[src/verilog/backlight_params.svh]
// Purpose: Offsets, field positions, reset values and timing counts.
// Assumes: Included by its bare name wherever these constants are used.
// Notes:   Register offsets are byte-wide addresses on the register port.
// Functional notes
// - Mode 11 current comes from both serial brightness code and PWM duty.
// - Mode 11 ramps only between serial codes, never on duty changes.
// - Mode 11 multiplies ramp output by duty, so duty acts at once.
// - Boost control bit 5 picks 500 kHz or 1 MHz nominal frequency.
// - Boost control bit 6 lowers the switching frequency by twelve percent.
// - 250 kHz only exists in auto mode and halves maximum duty.
// - Auto mode compares both thresholds with the brightness high byte.
// - At/above high gives 1 MHz, between 500 kHz, below low 250 kHz.
// - Auto mode is on when either threshold is non-zero.
// - With auto mode off, bit 5 sets frequency at every current.
// - Slave address is 0x36 with select pin low, 0x37 when high.
// - Select pin is sampled once at power-up and must stay static.
// - Boost control bits 3:2 choose one of four overvoltage thresholds.
// - Overvoltage stops switching until output falls 1 V below threshold.
// - Overvoltage held over one millisecond sets fault bit 0.
// - Three overvoltage events with a low enabled sink set bits 0 and 4.
// - Overvoltage over 1 ms with a low enabled sink sets bits 0 and 4.
// - Register 0x1E bit 0 makes an overvoltage flag shut the device down.
// - After such shutdown, fault register must be read before re-enable.
// - Brightness code is 0x18 low three bits with 0x19, applied on 0x19.
`ifndef BACKLIGHT_PARAMS_SVH
`define BACKLIGHT_PARAMS_SVH
`define REG_BOOST_CONTROL   8'h13
`define REG_AUTO_FREQ_HIGH  8'h15
`define REG_AUTO_FREQ_LOW   8'h16
`define REG_BRIGHT_LOW      8'h18
`define REG_BRIGHT_HIGH     8'h19
`define REG_FAULT_CONTROL   8'h1e
`define REG_FAULT_FLAGS     8'h1f
`define BC_SHIFT_BIT        6
`define BC_FREQ_BIT         5
`define BC_MIN_IND_BIT      4
`define BC_OVP_MSB          3
`define BC_OVP_LSB          2
`define FF_OVP_BIT          0
`define FF_OPEN_BIT         4
`define FC_OVP_SD_BIT       0
`define BOOST_CONTROL_RST   8'h00
`define SLAVE_ADDR_LOW      7'h36
`define SLAVE_ADDR_HIGH     7'h37
`define OPEN_EVENT_LIMIT    2'h3
`define CLK_PERIOD_NS       20
`define OVP_FLAG_TIME_US    1000
`define OVP_FLAG_CYCLES     ((`OVP_FLAG_TIME_US * 1000) / `CLK_PERIOD_NS)
`define PERIOD_1M_NS        1000
`define PERIOD_1M_CYCLES    (`PERIOD_1M_NS / `CLK_PERIOD_NS)
`define SHIFT_PERCENT       12
`endif

[src/verilog/backlight_pkg.sv]
// Purpose: Types shared by the backlight boost control logic.
// Assumes: Nothing beyond the parameter header.
// Notes:   Frequency codes are one-hot so the period select is a plain mux.
package backlight_pkg;
  typedef enum logic [2:0] {
    FREQ_1M   = 3'b001,
    FREQ_500K = 3'b010,
    FREQ_250K = 3'b100
  } freq_t;
  typedef logic [10:0] code_t;
endpackage : backlight_pkg

[src/verilog/backlight_boost_control.sv]
// Purpose: Brightness path, boost frequency choice, address strap, faults.
// Assumes: Register port is the decoded output of the serial slave engine.
// Notes:   Analog comparators arrive as synchronous levels from the die.
`include "backlight_params.svh"
`timescale 1ns/100ps
`default_nettype none
module backlight_boost_control
  import backlight_pkg::*;
#(
  parameter int OVP_FLAG_CYCLES  = `OVP_FLAG_CYCLES,
  parameter int RAMP_STEP_CYCLES = 50000
) (
  input  wire logic        mclk,
  input  wire logic        rst_b,
  input  wire logic        regWrEn,
  input  wire logic        regRdEn,
  input  wire logic [7:0]  regAddr,
  input  wire logic [7:0]  regWrData,
  output logic      [7:0]  regRdData,
  input  wire logic        address_select_pin,
  input  wire logic        hardware_enable_pin,
  input  wire logic [1:0]  brightnessMode,
  input  wire logic [10:0] pwmDuty,
  input  wire logic        overvoltageAbove,
  input  wire logic        overvoltageBelowHyst,
  input  wire logic        sinkOneEnable,
  input  wire logic        sinkTwoEnable,
  input  wire logic        sink_one_voltage_low,
  input  wire logic        sink_two_voltage_low,
  output logic      [6:0]  slaveAddress,
  output logic      [1:0]  overvoltage_protection_sel,
  output logic             minInductorSel,
  output logic      [2:0]  switchFreq,
  output logic             periodTick,
  output logic             dutyLimitHalf,
  output logic             boostSwitchEn,
  output logic             deviceShutdown,
  output logic      [10:0] led_current
);

  localparam int P1M  = `PERIOD_1M_CYCLES;
  localparam int P500 = 2 * P1M;
  localparam int P250 = 4 * P1M;
  localparam int SHIFT_DIV = 100 - `SHIFT_PERCENT;

  // Elaboration-time guard on counts the counters cannot hold.
  // The period counter is eight bits, so the slowest stretched period must fit.
  generate
    if (OVP_FLAG_CYCLES < 1 || OVP_FLAG_CYCLES > 131071)
      $error("OVP_FLAG_CYCLES out of range");
    if (RAMP_STEP_CYCLES < 1 || RAMP_STEP_CYCLES > 65535)
      $error("RAMP_STEP_CYCLES out of range");
    if ((P250 * 100) / SHIFT_DIV > 255)
      $error("Clock too fast for the period counter");
  endgenerate

  typedef struct packed {
    logic [7:0]  boostCtl;
    logic [7:0]  thHigh;
    logic [7:0]  thLow;
    logic [2:0]  brtLow;
    logic [7:0]  brtHigh;
    logic [7:0]  faultCtl;
    code_t       brtCode;
    logic        ovpFlag;
    logic        openFlag;
    logic [16:0] ovpTimer;
    logic [1:0]  openEvents;
    logic        ovpPrev;
    logic        stopSwitch;
    logic        shutdown;
    logic        faultReadSeen;
    logic        enablePrev;
    code_t       rampCode;
    logic [15:0] rampTimer;
    logic [7:0]  periodCnt;
    freq_t       freq;
    logic        addrSel;
    logic        strapDone;
    logic [7:0]  rdData;
    code_t       ledCode;
  } state_t;

  state_t cur_q;
  state_t nxt_d;

  logic        autoMode;
  freq_t       wantFreq;
  logic [7:0]  periodLen;
  logic        anySinkLow;
  logic [21:0] product;
  code_t       rampTarget;
  code_t       dutyScaled;
  logic        faultRead;
  logic [21:0] ledProduct;

  // Frequency request: auto compare when either threshold is set.
  // High is tested first, so a zero high threshold in auto mode means 1 MHz.
  always_comb begin
    autoMode = (cur_q.thHigh != 8'h00) || (cur_q.thLow != 8'h00);
    if (autoMode) begin
      if (cur_q.brtHigh >= cur_q.thHigh) begin
        wantFreq = FREQ_1M;
      end else if (cur_q.brtHigh >= cur_q.thLow) begin
        wantFreq = FREQ_500K;
      end else begin
        wantFreq = FREQ_250K;
      end
    end else if (cur_q.boostCtl[`BC_FREQ_BIT]) begin
      wantFreq = FREQ_1M;
    end else begin
      wantFreq = FREQ_500K;
    end
  end

  // Period length for the frequency now running, stretched by the shift.
  // The shift is rounded down to whole clock cycles; a finer clock would be needed
  // for an exact twelve percent.
  always_comb begin
    case (cur_q.freq)
      FREQ_1M:   periodLen = 8'(P1M);
      FREQ_500K: periodLen = 8'(P500);
      FREQ_250K: periodLen = 8'(P250);
      default:   periodLen = 8'(P500);
    endcase
    if (cur_q.boostCtl[`BC_SHIFT_BIT]) begin
      periodLen = 8'((32'(periodLen) * 100) / SHIFT_DIV);
    end
  end

  // Brightness path: ramp target and output scaling depend on the mode.
  always_comb begin
    anySinkLow = (sinkOneEnable && sink_one_voltage_low) ||
                 (sinkTwoEnable && sink_two_voltage_low);
    faultRead  = regRdEn && (regAddr == `REG_FAULT_FLAGS);
    product    = 22'(cur_q.brtCode) * 22'(pwmDuty);
    dutyScaled = product[21:11];
    // Mode 11 scales after the ramper, so a duty change never waits a step.
    ledProduct = 22'(cur_q.rampCode) * 22'(pwmDuty);
    case (brightnessMode)
      2'b01:   rampTarget = pwmDuty;
      2'b10:   rampTarget = dutyScaled;
      default: rampTarget = cur_q.brtCode;
    endcase
  end

  // Next-state logic for every register of the block.
  always_comb begin
    nxt_d = cur_q;

    // Register writes; the brightness code moves only on the high byte.
    if (regWrEn) begin
      case (regAddr)
        `REG_BOOST_CONTROL:  nxt_d.boostCtl = regWrData;
        `REG_AUTO_FREQ_HIGH: nxt_d.thHigh   = regWrData;
        `REG_AUTO_FREQ_LOW:  nxt_d.thLow    = regWrData;
        `REG_BRIGHT_LOW:     nxt_d.brtLow   = regWrData[2:0];
        `REG_BRIGHT_HIGH: begin
          nxt_d.brtHigh = regWrData;
          nxt_d.brtCode = {regWrData, cur_q.brtLow};
        end
        `REG_FAULT_CONTROL:  nxt_d.faultCtl = regWrData;
        default:             nxt_d.faultCtl = cur_q.faultCtl;
      endcase
    end

    // Read data is registered; unmapped and reserved bits read zero.
    if (regRdEn) begin
      case (regAddr)
        `REG_BOOST_CONTROL:  nxt_d.rdData = cur_q.boostCtl;
        `REG_AUTO_FREQ_HIGH: nxt_d.rdData = cur_q.thHigh;
        `REG_AUTO_FREQ_LOW:  nxt_d.rdData = cur_q.thLow;
        `REG_BRIGHT_LOW:     nxt_d.rdData = {5'h00, cur_q.brtLow};
        `REG_BRIGHT_HIGH:    nxt_d.rdData = cur_q.brtHigh;
        `REG_FAULT_CONTROL:  nxt_d.rdData = cur_q.faultCtl;
        `REG_FAULT_FLAGS: begin
          nxt_d.rdData = 8'h00;
          nxt_d.rdData[`FF_OVP_BIT]  = cur_q.ovpFlag;
          nxt_d.rdData[`FF_OPEN_BIT] = cur_q.openFlag;
        end
        default:             nxt_d.rdData = 8'h00;
      endcase
    end

    // Address strap: caught once on the first edge after reset release.
    // Later moves of the pin are ignored, so the bus address never shifts.
    if (!cur_q.strapDone) begin
      nxt_d.addrSel   = address_select_pin;
      nxt_d.strapDone = 1'b1;
    end

    // Overvoltage gating with 1 V hysteresis held by the comparator pair.
    if (overvoltageAbove) begin
      nxt_d.stopSwitch = 1'b1;
    end else if (overvoltageBelowHyst) begin
      nxt_d.stopSwitch = 1'b0;
    end

    // Flags clear on a fault read; a new set in that cycle wins below.
    if (faultRead) begin
      nxt_d.ovpFlag    = 1'b0;
      nxt_d.openFlag   = 1'b0;
      nxt_d.openEvents = 2'h0;
    end

    // Continuous overvoltage timer; the flag needs strictly more than 1 ms.
    // Any dip below the limit restarts the count, so bursts never add up.
    nxt_d.ovpPrev = overvoltageAbove;
    if (!overvoltageAbove) begin
      nxt_d.ovpTimer = 17'h00000;
    end else if (32'(cur_q.ovpTimer) < OVP_FLAG_CYCLES) begin
      nxt_d.ovpTimer = cur_q.ovpTimer + 17'h00001;
    end else begin
      nxt_d.ovpFlag = 1'b1;
      if (anySinkLow) begin
        nxt_d.openFlag = 1'b1;
      end
    end

    // Count overvoltage onsets that coincide with a collapsed sink.
    // The count survives until a fault read, so slow repeats still trip it.
    if (overvoltageAbove && !cur_q.ovpPrev && anySinkLow) begin
      if (cur_q.openEvents == `OPEN_EVENT_LIMIT - 2'h1) begin
        nxt_d.ovpFlag  = 1'b1;
        nxt_d.openFlag = 1'b1;
      end else begin
        nxt_d.openEvents = nxt_d.openEvents + 2'h1;
      end
    end

    // Shutdown latches on a flag; release needs a read then a new enable.
    // Holding the flag, not the event, keeps the part down until it is read.
    nxt_d.enablePrev = hardware_enable_pin;
    if (cur_q.shutdown && faultRead) begin
      nxt_d.faultReadSeen = 1'b1;
    end
    if (cur_q.ovpFlag && cur_q.faultCtl[`FC_OVP_SD_BIT]) begin
      nxt_d.shutdown = 1'b1;
    end else if (cur_q.shutdown && cur_q.faultReadSeen &&
                 hardware_enable_pin && !cur_q.enablePrev) begin
      nxt_d.shutdown      = 1'b0;
      nxt_d.faultReadSeen = 1'b0;
    end

    // Ramp moves one code per step period toward the target.
    // Single steps bound the slope of the current whatever the code jump.
    if (cur_q.rampCode == rampTarget) begin
      nxt_d.rampTimer = 16'h0000;
    end else if (32'(cur_q.rampTimer) >= RAMP_STEP_CYCLES - 1) begin
      nxt_d.rampTimer = 16'h0000;
      if (cur_q.rampCode < rampTarget) begin
        nxt_d.rampCode = cur_q.rampCode + 11'h001;
      end else begin
        nxt_d.rampCode = cur_q.rampCode - 11'h001;
      end
    end else begin
      nxt_d.rampTimer = cur_q.rampTimer + 16'h0001;
    end

    // Mode 11 scales the ramp output by duty after the ramper.
    if (brightnessMode == 2'b11) begin
      nxt_d.ledCode = ledProduct[21:11];
    end else begin
      nxt_d.ledCode = cur_q.rampCode;
    end

    // Frequency changes land only on a switching-period boundary.
    if (cur_q.periodCnt >= periodLen - 8'h01) begin
      nxt_d.periodCnt = 8'h00;
      nxt_d.freq      = wantFreq;
    end else begin
      nxt_d.periodCnt = cur_q.periodCnt + 8'h01;
    end
  end

  // State register; constants only under reset. The enable history starts
  // at its idle level so that release never looks like a fresh enable edge.
  always_ff @(posedge mclk or negedge rst_b) begin
    if (!rst_b) begin
      cur_q          <= '0;
      cur_q.enablePrev <= 1'b1;
      cur_q.boostCtl <= `BOOST_CONTROL_RST;
      cur_q.freq     <= FREQ_500K;
    end else begin
      cur_q <= nxt_d;
    end
  end

  // Outputs; the shift is folded into the period tick, not the code.
  // Shutdown forces the current to zero here, after every other path.
  always_comb begin
    regRdData    = cur_q.rdData;
    slaveAddress = cur_q.addrSel ? `SLAVE_ADDR_HIGH
                                 : `SLAVE_ADDR_LOW;
    overvoltage_protection_sel =
      cur_q.boostCtl[`BC_OVP_MSB:`BC_OVP_LSB];
    minInductorSel = cur_q.boostCtl[`BC_MIN_IND_BIT];
    switchFreq     = cur_q.freq;
    periodTick     = (cur_q.periodCnt == 8'h00);
    dutyLimitHalf  = (cur_q.freq == FREQ_250K);
    boostSwitchEn  = !cur_q.stopSwitch && !cur_q.shutdown;
    deviceShutdown = cur_q.shutdown;
    led_current    = cur_q.shutdown ? 11'h000 : cur_q.ledCode;
  end

endmodule : backlight_boost_control
`default_nettype wire

[config.mk]
export PLATFORM = sky130hd
export DESIGN_NAME = backlight_boost_control
export DESIGN_NICKNAME = d
export VERILOG_FILES = /design/src/verilog/backlight_pkg.sv /design/src/verilog/backlight_boost_control.sv
export VERILOG_INCLUDE_DIRS = /design/src /design/src/verilog
export SDC_FILE = /design/constraint.sdc
export NUM_CORES = 1
export LEC_CHECK = 0
export ABC_AREA = 0
export BUFFER_PORTS_ARGS = -buffer_cell sky130_fd_sc_hd__buf_2
export CORE_AREA = 3 3 180 164
export CTS_CLUSTER_DIAMETER = 40
export CTS_CLUSTER_SIZE = 10
export DETAILED_ROUTE_END_ITERATION = 12
export DIE_AREA = 0 0 183 167
export PLACE_DENSITY_LB_ADDON = 0.15
export SLEW_MARGIN = 20
export SYNTH_ARGS = -nofsm -noshare
export SYNTH_HDL_FRONTEND = slang
export SYNTH_SLANG_ARGS = --single-unit
[constraint.sdc]
create_clock -name mclk -period 8.4 [get_ports mclk]
set_clock_uncertainty 0.1 [all_clocks]
set_input_delay 0.42 -clock mclk [delete_from_list [all_inputs] [get_ports mclk]]
set_output_delay 0.42 -clock mclk [all_outputs]
set_load 0.05 [all_outputs]
======== After elaboration in Yosys (flattened, before gate mapping) ========
Index checks and enable logic that the tools add are counted.
cells by class
  add/sub/neg operators ................... 7
  multiply operators ...................... 3
  divide/modulo/power cells ............... 1
  magnitude comparators ................... 6
  eq/ne operators ......................... 15
  multiplexer cells ....................... 32
  bitwise operators ....................... 1
  reduce and logical (&&, ||, !) cells .... 29
operator list
  kind                                                                    number
  8-bit by 5-bit equality test with 1-bit output, second input constant   7
  8-bit one-hot mux with 7 select lines                                   1
  11-bit by 11-bit multiplier with 22-bit output                          2
  17-bit two-way mux                                                      2
  11-bit two-way mux                                                      3
  15-bit by 7-bit divider with 32-bit output, second input constant       1
  16-bit two-way mux                                                      2
  8-bit greater-or-equal comparator                                       3
  11-bit one-hot mux with 2 select lines                                  1
  2-bit two-way mux                                                       10
  17-bit by 1-bit adder with 17-bit output, second input constant         1
  17-bit by 16-bit < comparator with 1-bit output, second input constant  1
  16-bit by 1-bit adder with 16-bit output, second input constant         1
  16-bit greater-or-equal comparator, second input constant               1
  8-bit two-way mux                                                       2
  8-bit one-hot mux with 2 select lines                                   1
  8-bit nonzero test                                                      2
  2-bit AND reduction                                                     7
  8-bit by 5-bit multiplier with 13-bit output, second input constant     1
  11-bit by 1-bit adder with 11-bit output, second input constant         1
  11-bit equality test                                                    1
  1-bit logical AND                                                       11
  11-bit < comparator                                                     1
  11-bit by 1-bit subtractor with 11-bit output, second input constant    1
  other kinds (15)                                                        30
storage, ports and cells
  register bits after elaboration ......... 139
  output and inout port bits .............. 36
  word-level logic and storage cells ...... 118

======== Longest topological paths before layout ========
  word-level depth ........................ 8
  depth in mapped cells ................... 38
  gate-level depth less buffers ........... 37

======== Least setup slack after synthesis ========
No wires, ideal clock.
  path type ............................... in2reg
  from .................................... input pwmDuty[4]
  to ...................................... register cur_q[58] (netlist name)
  setup time .............................. 131 ps
  arrival time ............................ 8149 ps
  required time ........................... 8169 ps
  path slack .............................. 20 ps
  cell stages on the path ................. 35
  path buffers ............................ 1
  cell sequence ........................... clkbuf_1 > nand2_1 > fa_1 > fa_1 > fa_1 > inv_1 > fa_1 > inv_1 > fa_1 > inv_1 > ha_1 > nand2_1 > o21ai_0 > nand3_1 > a31oi_1 > nor3_1 > o21ai_1 > a21oi_1 > xnor2_1 > a221oi_1 > ha_1 > nor2b_1 > o21ai_0 > nand2b_1 > a211o_1 > fa_1 > a21o_1 > a21oi_1 > nor2b_1 > o21a_1 > o41a_1 > a31oi_1 > xnor2_1 > nand2b_1 > xnor2_1
on the way
  longest elaborated chain between the ends .. 5
  elaborated cells on any way between the ends .. 7
  those cells by class .................... mul (1); order compare (1); eq/ne (1); mux (2); bitwise (1); reduce/logical (1)
ends and longest elaborated chain
  item                                                         line                            text
  from (decl)                                                  backlight_boost_control.sv:23   input wire logic [10:0] pwmDuty,
  11-bit by 11-bit multiplier with 22-bit output               backlight_boost_control.sv:136  product = 22'(cur_q.brtCode) * 22'(pwmDuty);
  11-bit one-hot mux with 2 select lines (*)                   backlight_boost_control.sv:140  case (brightnessMode)
  branches (longest 3 deep; another with 11-bit < comparator)  --
  to (signal assigned)                                         backlight_boost_control.sv:285  cur_q <= nxt_d;
  to (decl)                                                    backlight_boost_control.sv:84   state_t cur_q;
Every way passes the cells marked *.
A chain may end at the register's enable or synchronous reset.

==> flow_metrics.tcl <==
set metrics [dict create \
    layout.filler_cells 2477 \
    synth.ff_latch_count 131 \
    antenna_found_initial 0 \
    netlist_area_sq_um 14700 \
    max_cap_violations 0 \
    fmaxAchievable_ghz 0.125 \
    grt_util_all_layers_pct 23.1 \
    die_width_microns 183 \
    clockBufferDepth 2 \
    htreeDepth 4 \
    detailed_place_hpwl_microns 25400 \
    vdd_drop_max_v 0.000138 \
    post_route_cells_drive_above_1_share_pct 15.0 \
    ys_async_sr_fraction_pct 100 \
    critical_path_class "flip-flop to flip-flop" \
    yosys.area.top_type "sky130_fd_sc_hd__dfrtp_1" \
    critPathMaxStageDelay_ns 0.57 \
    syn_avg_cell_area_sq_um 9.39 \
    first_global_vias 11304 \
    place_ws_ns -0.218 \
    instances_no_fill 2001 \
    die_y_microns 167 \
    drt_first_iter_violations 456 \
    cp_slowest_cell "sky130_fd_sc_hd__fa_1" \
    synth.top_cells.by_area "sky130_fd_sc_hd__dfrtp_1 (22%), sky130_fd_sc_hd__fa_1 (22%), sky130_fd_sc_hd__ha_1 (14%)" \
    reg2reg_from "cur_q[106]" \
    post-route-drc-count 0 \
    syn2layout_area_growth_pct 10.7 \
    cts_buffers 17 \
    power.total_mw 2.02 \
    ioPinCount 77 \
    synth_edf_count 0 \
    drt.antenna.violating_nets 0 \
    numClockSinks 131 \
    globalplace.congestion 0.850 \
    route.vias.total 10715 \
    total_of_endpoints_with_negative_setup_slack_in_the_final_report 0 \
    drtPass1Iterations 5 \
    final.period_utilization_pct 95.5 \
    core_sq_um 27900 \
    tightest_slew_ns 0.941 \
    holdPathStages 1 \
    hold_path_class "input pin to flip-flop" \
    port-buffer-count 70 \
    relSlewSlack_pct 37.2 \
    static_leak_nw 8.72 \
    clock_latency_ns 0.42 \
    num-nets-final 1993 \
    fp-row-count 58 \
    power_per_cell_area_nw_per_um2 124 \
    synth.lib_cells_used.distinct 68 \
    setup_slack_ns 0.376 \
    critical_path_required_ns 8.58 \
    slew_violations 0 \
    crit_fanout 4 \
    clk_transition_reported_paths_ns 0.07 \
    final.setup.tns_ns 0 \
    full_die_area_sq_um 30600 \
    numPlacedInstances 1966 \
    setup.reg_to_reg.worst_slack_ns 0.38 \
    synth_top_flop_cell "sky130_fd_sc_hd__dfrtp_1" \
    critPathLaunch "cur_q[106]" \
    start_util_pct 52.6 \
    worstRegToRegCells 35 \
    start_point_of_the_worst_hold_path "hardware_enable_pin" \
    r2r_end "cur_q[57]" \
    synth_top_area_share_pct 22.0 \
    timing.critical_path.to_type "flip-flop" \
    worstSetupStartpointType "flip-flop" \
    outcome "finished, final reports clean" \
    whs_endpoint "cur_q[59]" \
    final_period_minus_worst_setup_slack_ns 8.02 \
    cts_tree "built" \
    drt_total_wl_microns 33500 \
    timing.final.hold_violations 0 \
    syn-instance-count 1561 \
    yosysWarningCount 0 \
    critical-path-top-cell-by-count "sky130_fd_sc_hd__fa_1" \
    seq_area_frac_synth_pct 22.4 \
    wire_length_of_the_first_global_routing_pass_microns 57600 \
    grt_start_max_net_pins 70 \
    drt-vias-per-instance 5.35 \
    wire_per_inst_microns 16.7 \
    cts_root_buf "sky130_fd_sc_hd__clkbuf_16" \
    arrival_ns 8.21 \
    grt_remaining_overflow 0 \
]
## cell type report
class	count	area (sq um)	share of cell area (%)
Antenna cell	1	2.50	0.0154
Clock buffer	17	425	2.62
Clock inverter	15	170	1.05
Inverter	232	871	5.37
Multi-Input combinational cell	1122	10300	63.2
Sequential cell	131	3290	20.3
Tap cell	360	450	2.78
Timing Repair Buffer	123	764	4.71
## cells in the final DEF (no fill, tap or decap), drive strengths merged, types with 19 or more instances in the layout
cell type,netlist,routed
nand3,20,20
nand2,193,193
nor2b,23,23
xor2,30,30
fa,159,159
a21o,19,19
inv,231,239
nor2,74,74
ha,166,166
dfrtp,129,129
o21ai,49,49
buf,24,122
and2,104,104
a21oi,36,36
xnor2,42,42
mux2,49,49
## cell families after synthesis
| group | after synthesis | share of synthesized area [%] |
|---|---|---|
| AO/OA/AOI/OAI | 175 | 7.95 |
| multiplexers | 58 | 4.40 |
| XOR/XNOR | 72 | 4.30 |
| flip-flops | 131 | 22.4 |
| buffers and inverters | 314 | 8.57 |
| adder cells (fa/ha/maj) | 325 | 35.9 |
| AND/OR/NAND/NOR | 484 | 16.5 |
| other | 2 | 0.0512 |
## report_power, final
part	switching [mW]	total [mW]	internal [mW]
clock	0.320	0.767	0.447
sequential	0.0660	0.754	0.688
combinational	0.291	0.496	0.205
total	0.677	2.02	1.34
## per-stage QoR
| stage | hold slack [ns] | instance area [sq um] | util, % |
|---|---|---|---|
| detailed placement | 0.349 | 15500 | 55.6 |
| finish | 0.0168 | 16200 | 58.2 |
| CTS | 0.00568 | 16100 | 57.8 |
| global placement | 0.345 | 15500 | 55.6 |
| global route | 0.00192 | 16200 | 58.2 |
| floorplan | 0.0244 | 14700 | - |
## layer usage
layer  global-route usage [%]  share of wire (%)  vias up  wire, microns
li1                         -                  -     5142              -
met1                     33.6                 48     5379          16000
met2                     37.6                 48      158          16000
met3                     2.90                2.9       36            964
met4                     4.57                1.3        0            431
met5                        0                  0        -              0
## repair_timing
action,4_1_cts,5_1_grt
resized for setup,3,29
endpoints found under the setup margin,2,4
setup buffers,0,1
pin swaps,0,9
endpoints found under the hold margin,67,0
hold buffers,1,0
## cell usage after synthesis (all sizes together), types with 3 or more instances
master  instances
inv           231
nand2         193
ha            166
fa            159
dfrtp         129
and2          104
nor2           74
clkbuf         58
mux2           49
o21ai          49
xnor2          42
a21oi          36
xor2           30
buf            24
nor2b          23
nand3          20
a21o           19
and3           17
a221oi         12
nand4          11
o22ai          10
a31oi           9
mux2i           9
a221o           8
nand2b          8
nor4            7
o211ai          6
o21a            6
nor3            5
a211o           4
or2             4
and4            3
nand4b          3
nor4b           3
or3             3
## sequential cells by signal (all words and copies together), names as in the netlist
| name | flops |
|---|---|
| switchFreq | 3 |
| cur_q | 116 |
| regRdData | 8 |
| minInductorSel | 1 |
| deviceShutdown | 1 |
| overvoltage_protection_sel | 2 |
## worst max-delay path: cells and delay by family (launching register included)
kind | cells | cell delay, ns
simple gates | 6 | 0.67
buf+inv | 4 | 0.33
flops | 1 | 0.41
fa+ha+maj | 8 | 3.42
xor+xnor | 1 | 0.14
compound gates | 16 | 2.84
## worst max-delay path by stage
stage / endpoint / cells past startpoint
detailed placement: cur_q[58] / 35
CTS: cur_q[58] / 32
finish: cur_q[57] / 35
floorplan: cur_q[58] / 35
global placement: cur_q[58] / 35
global route: cur_q[58] / 34
Note: power is estimated with default switching activity, not from simulation.
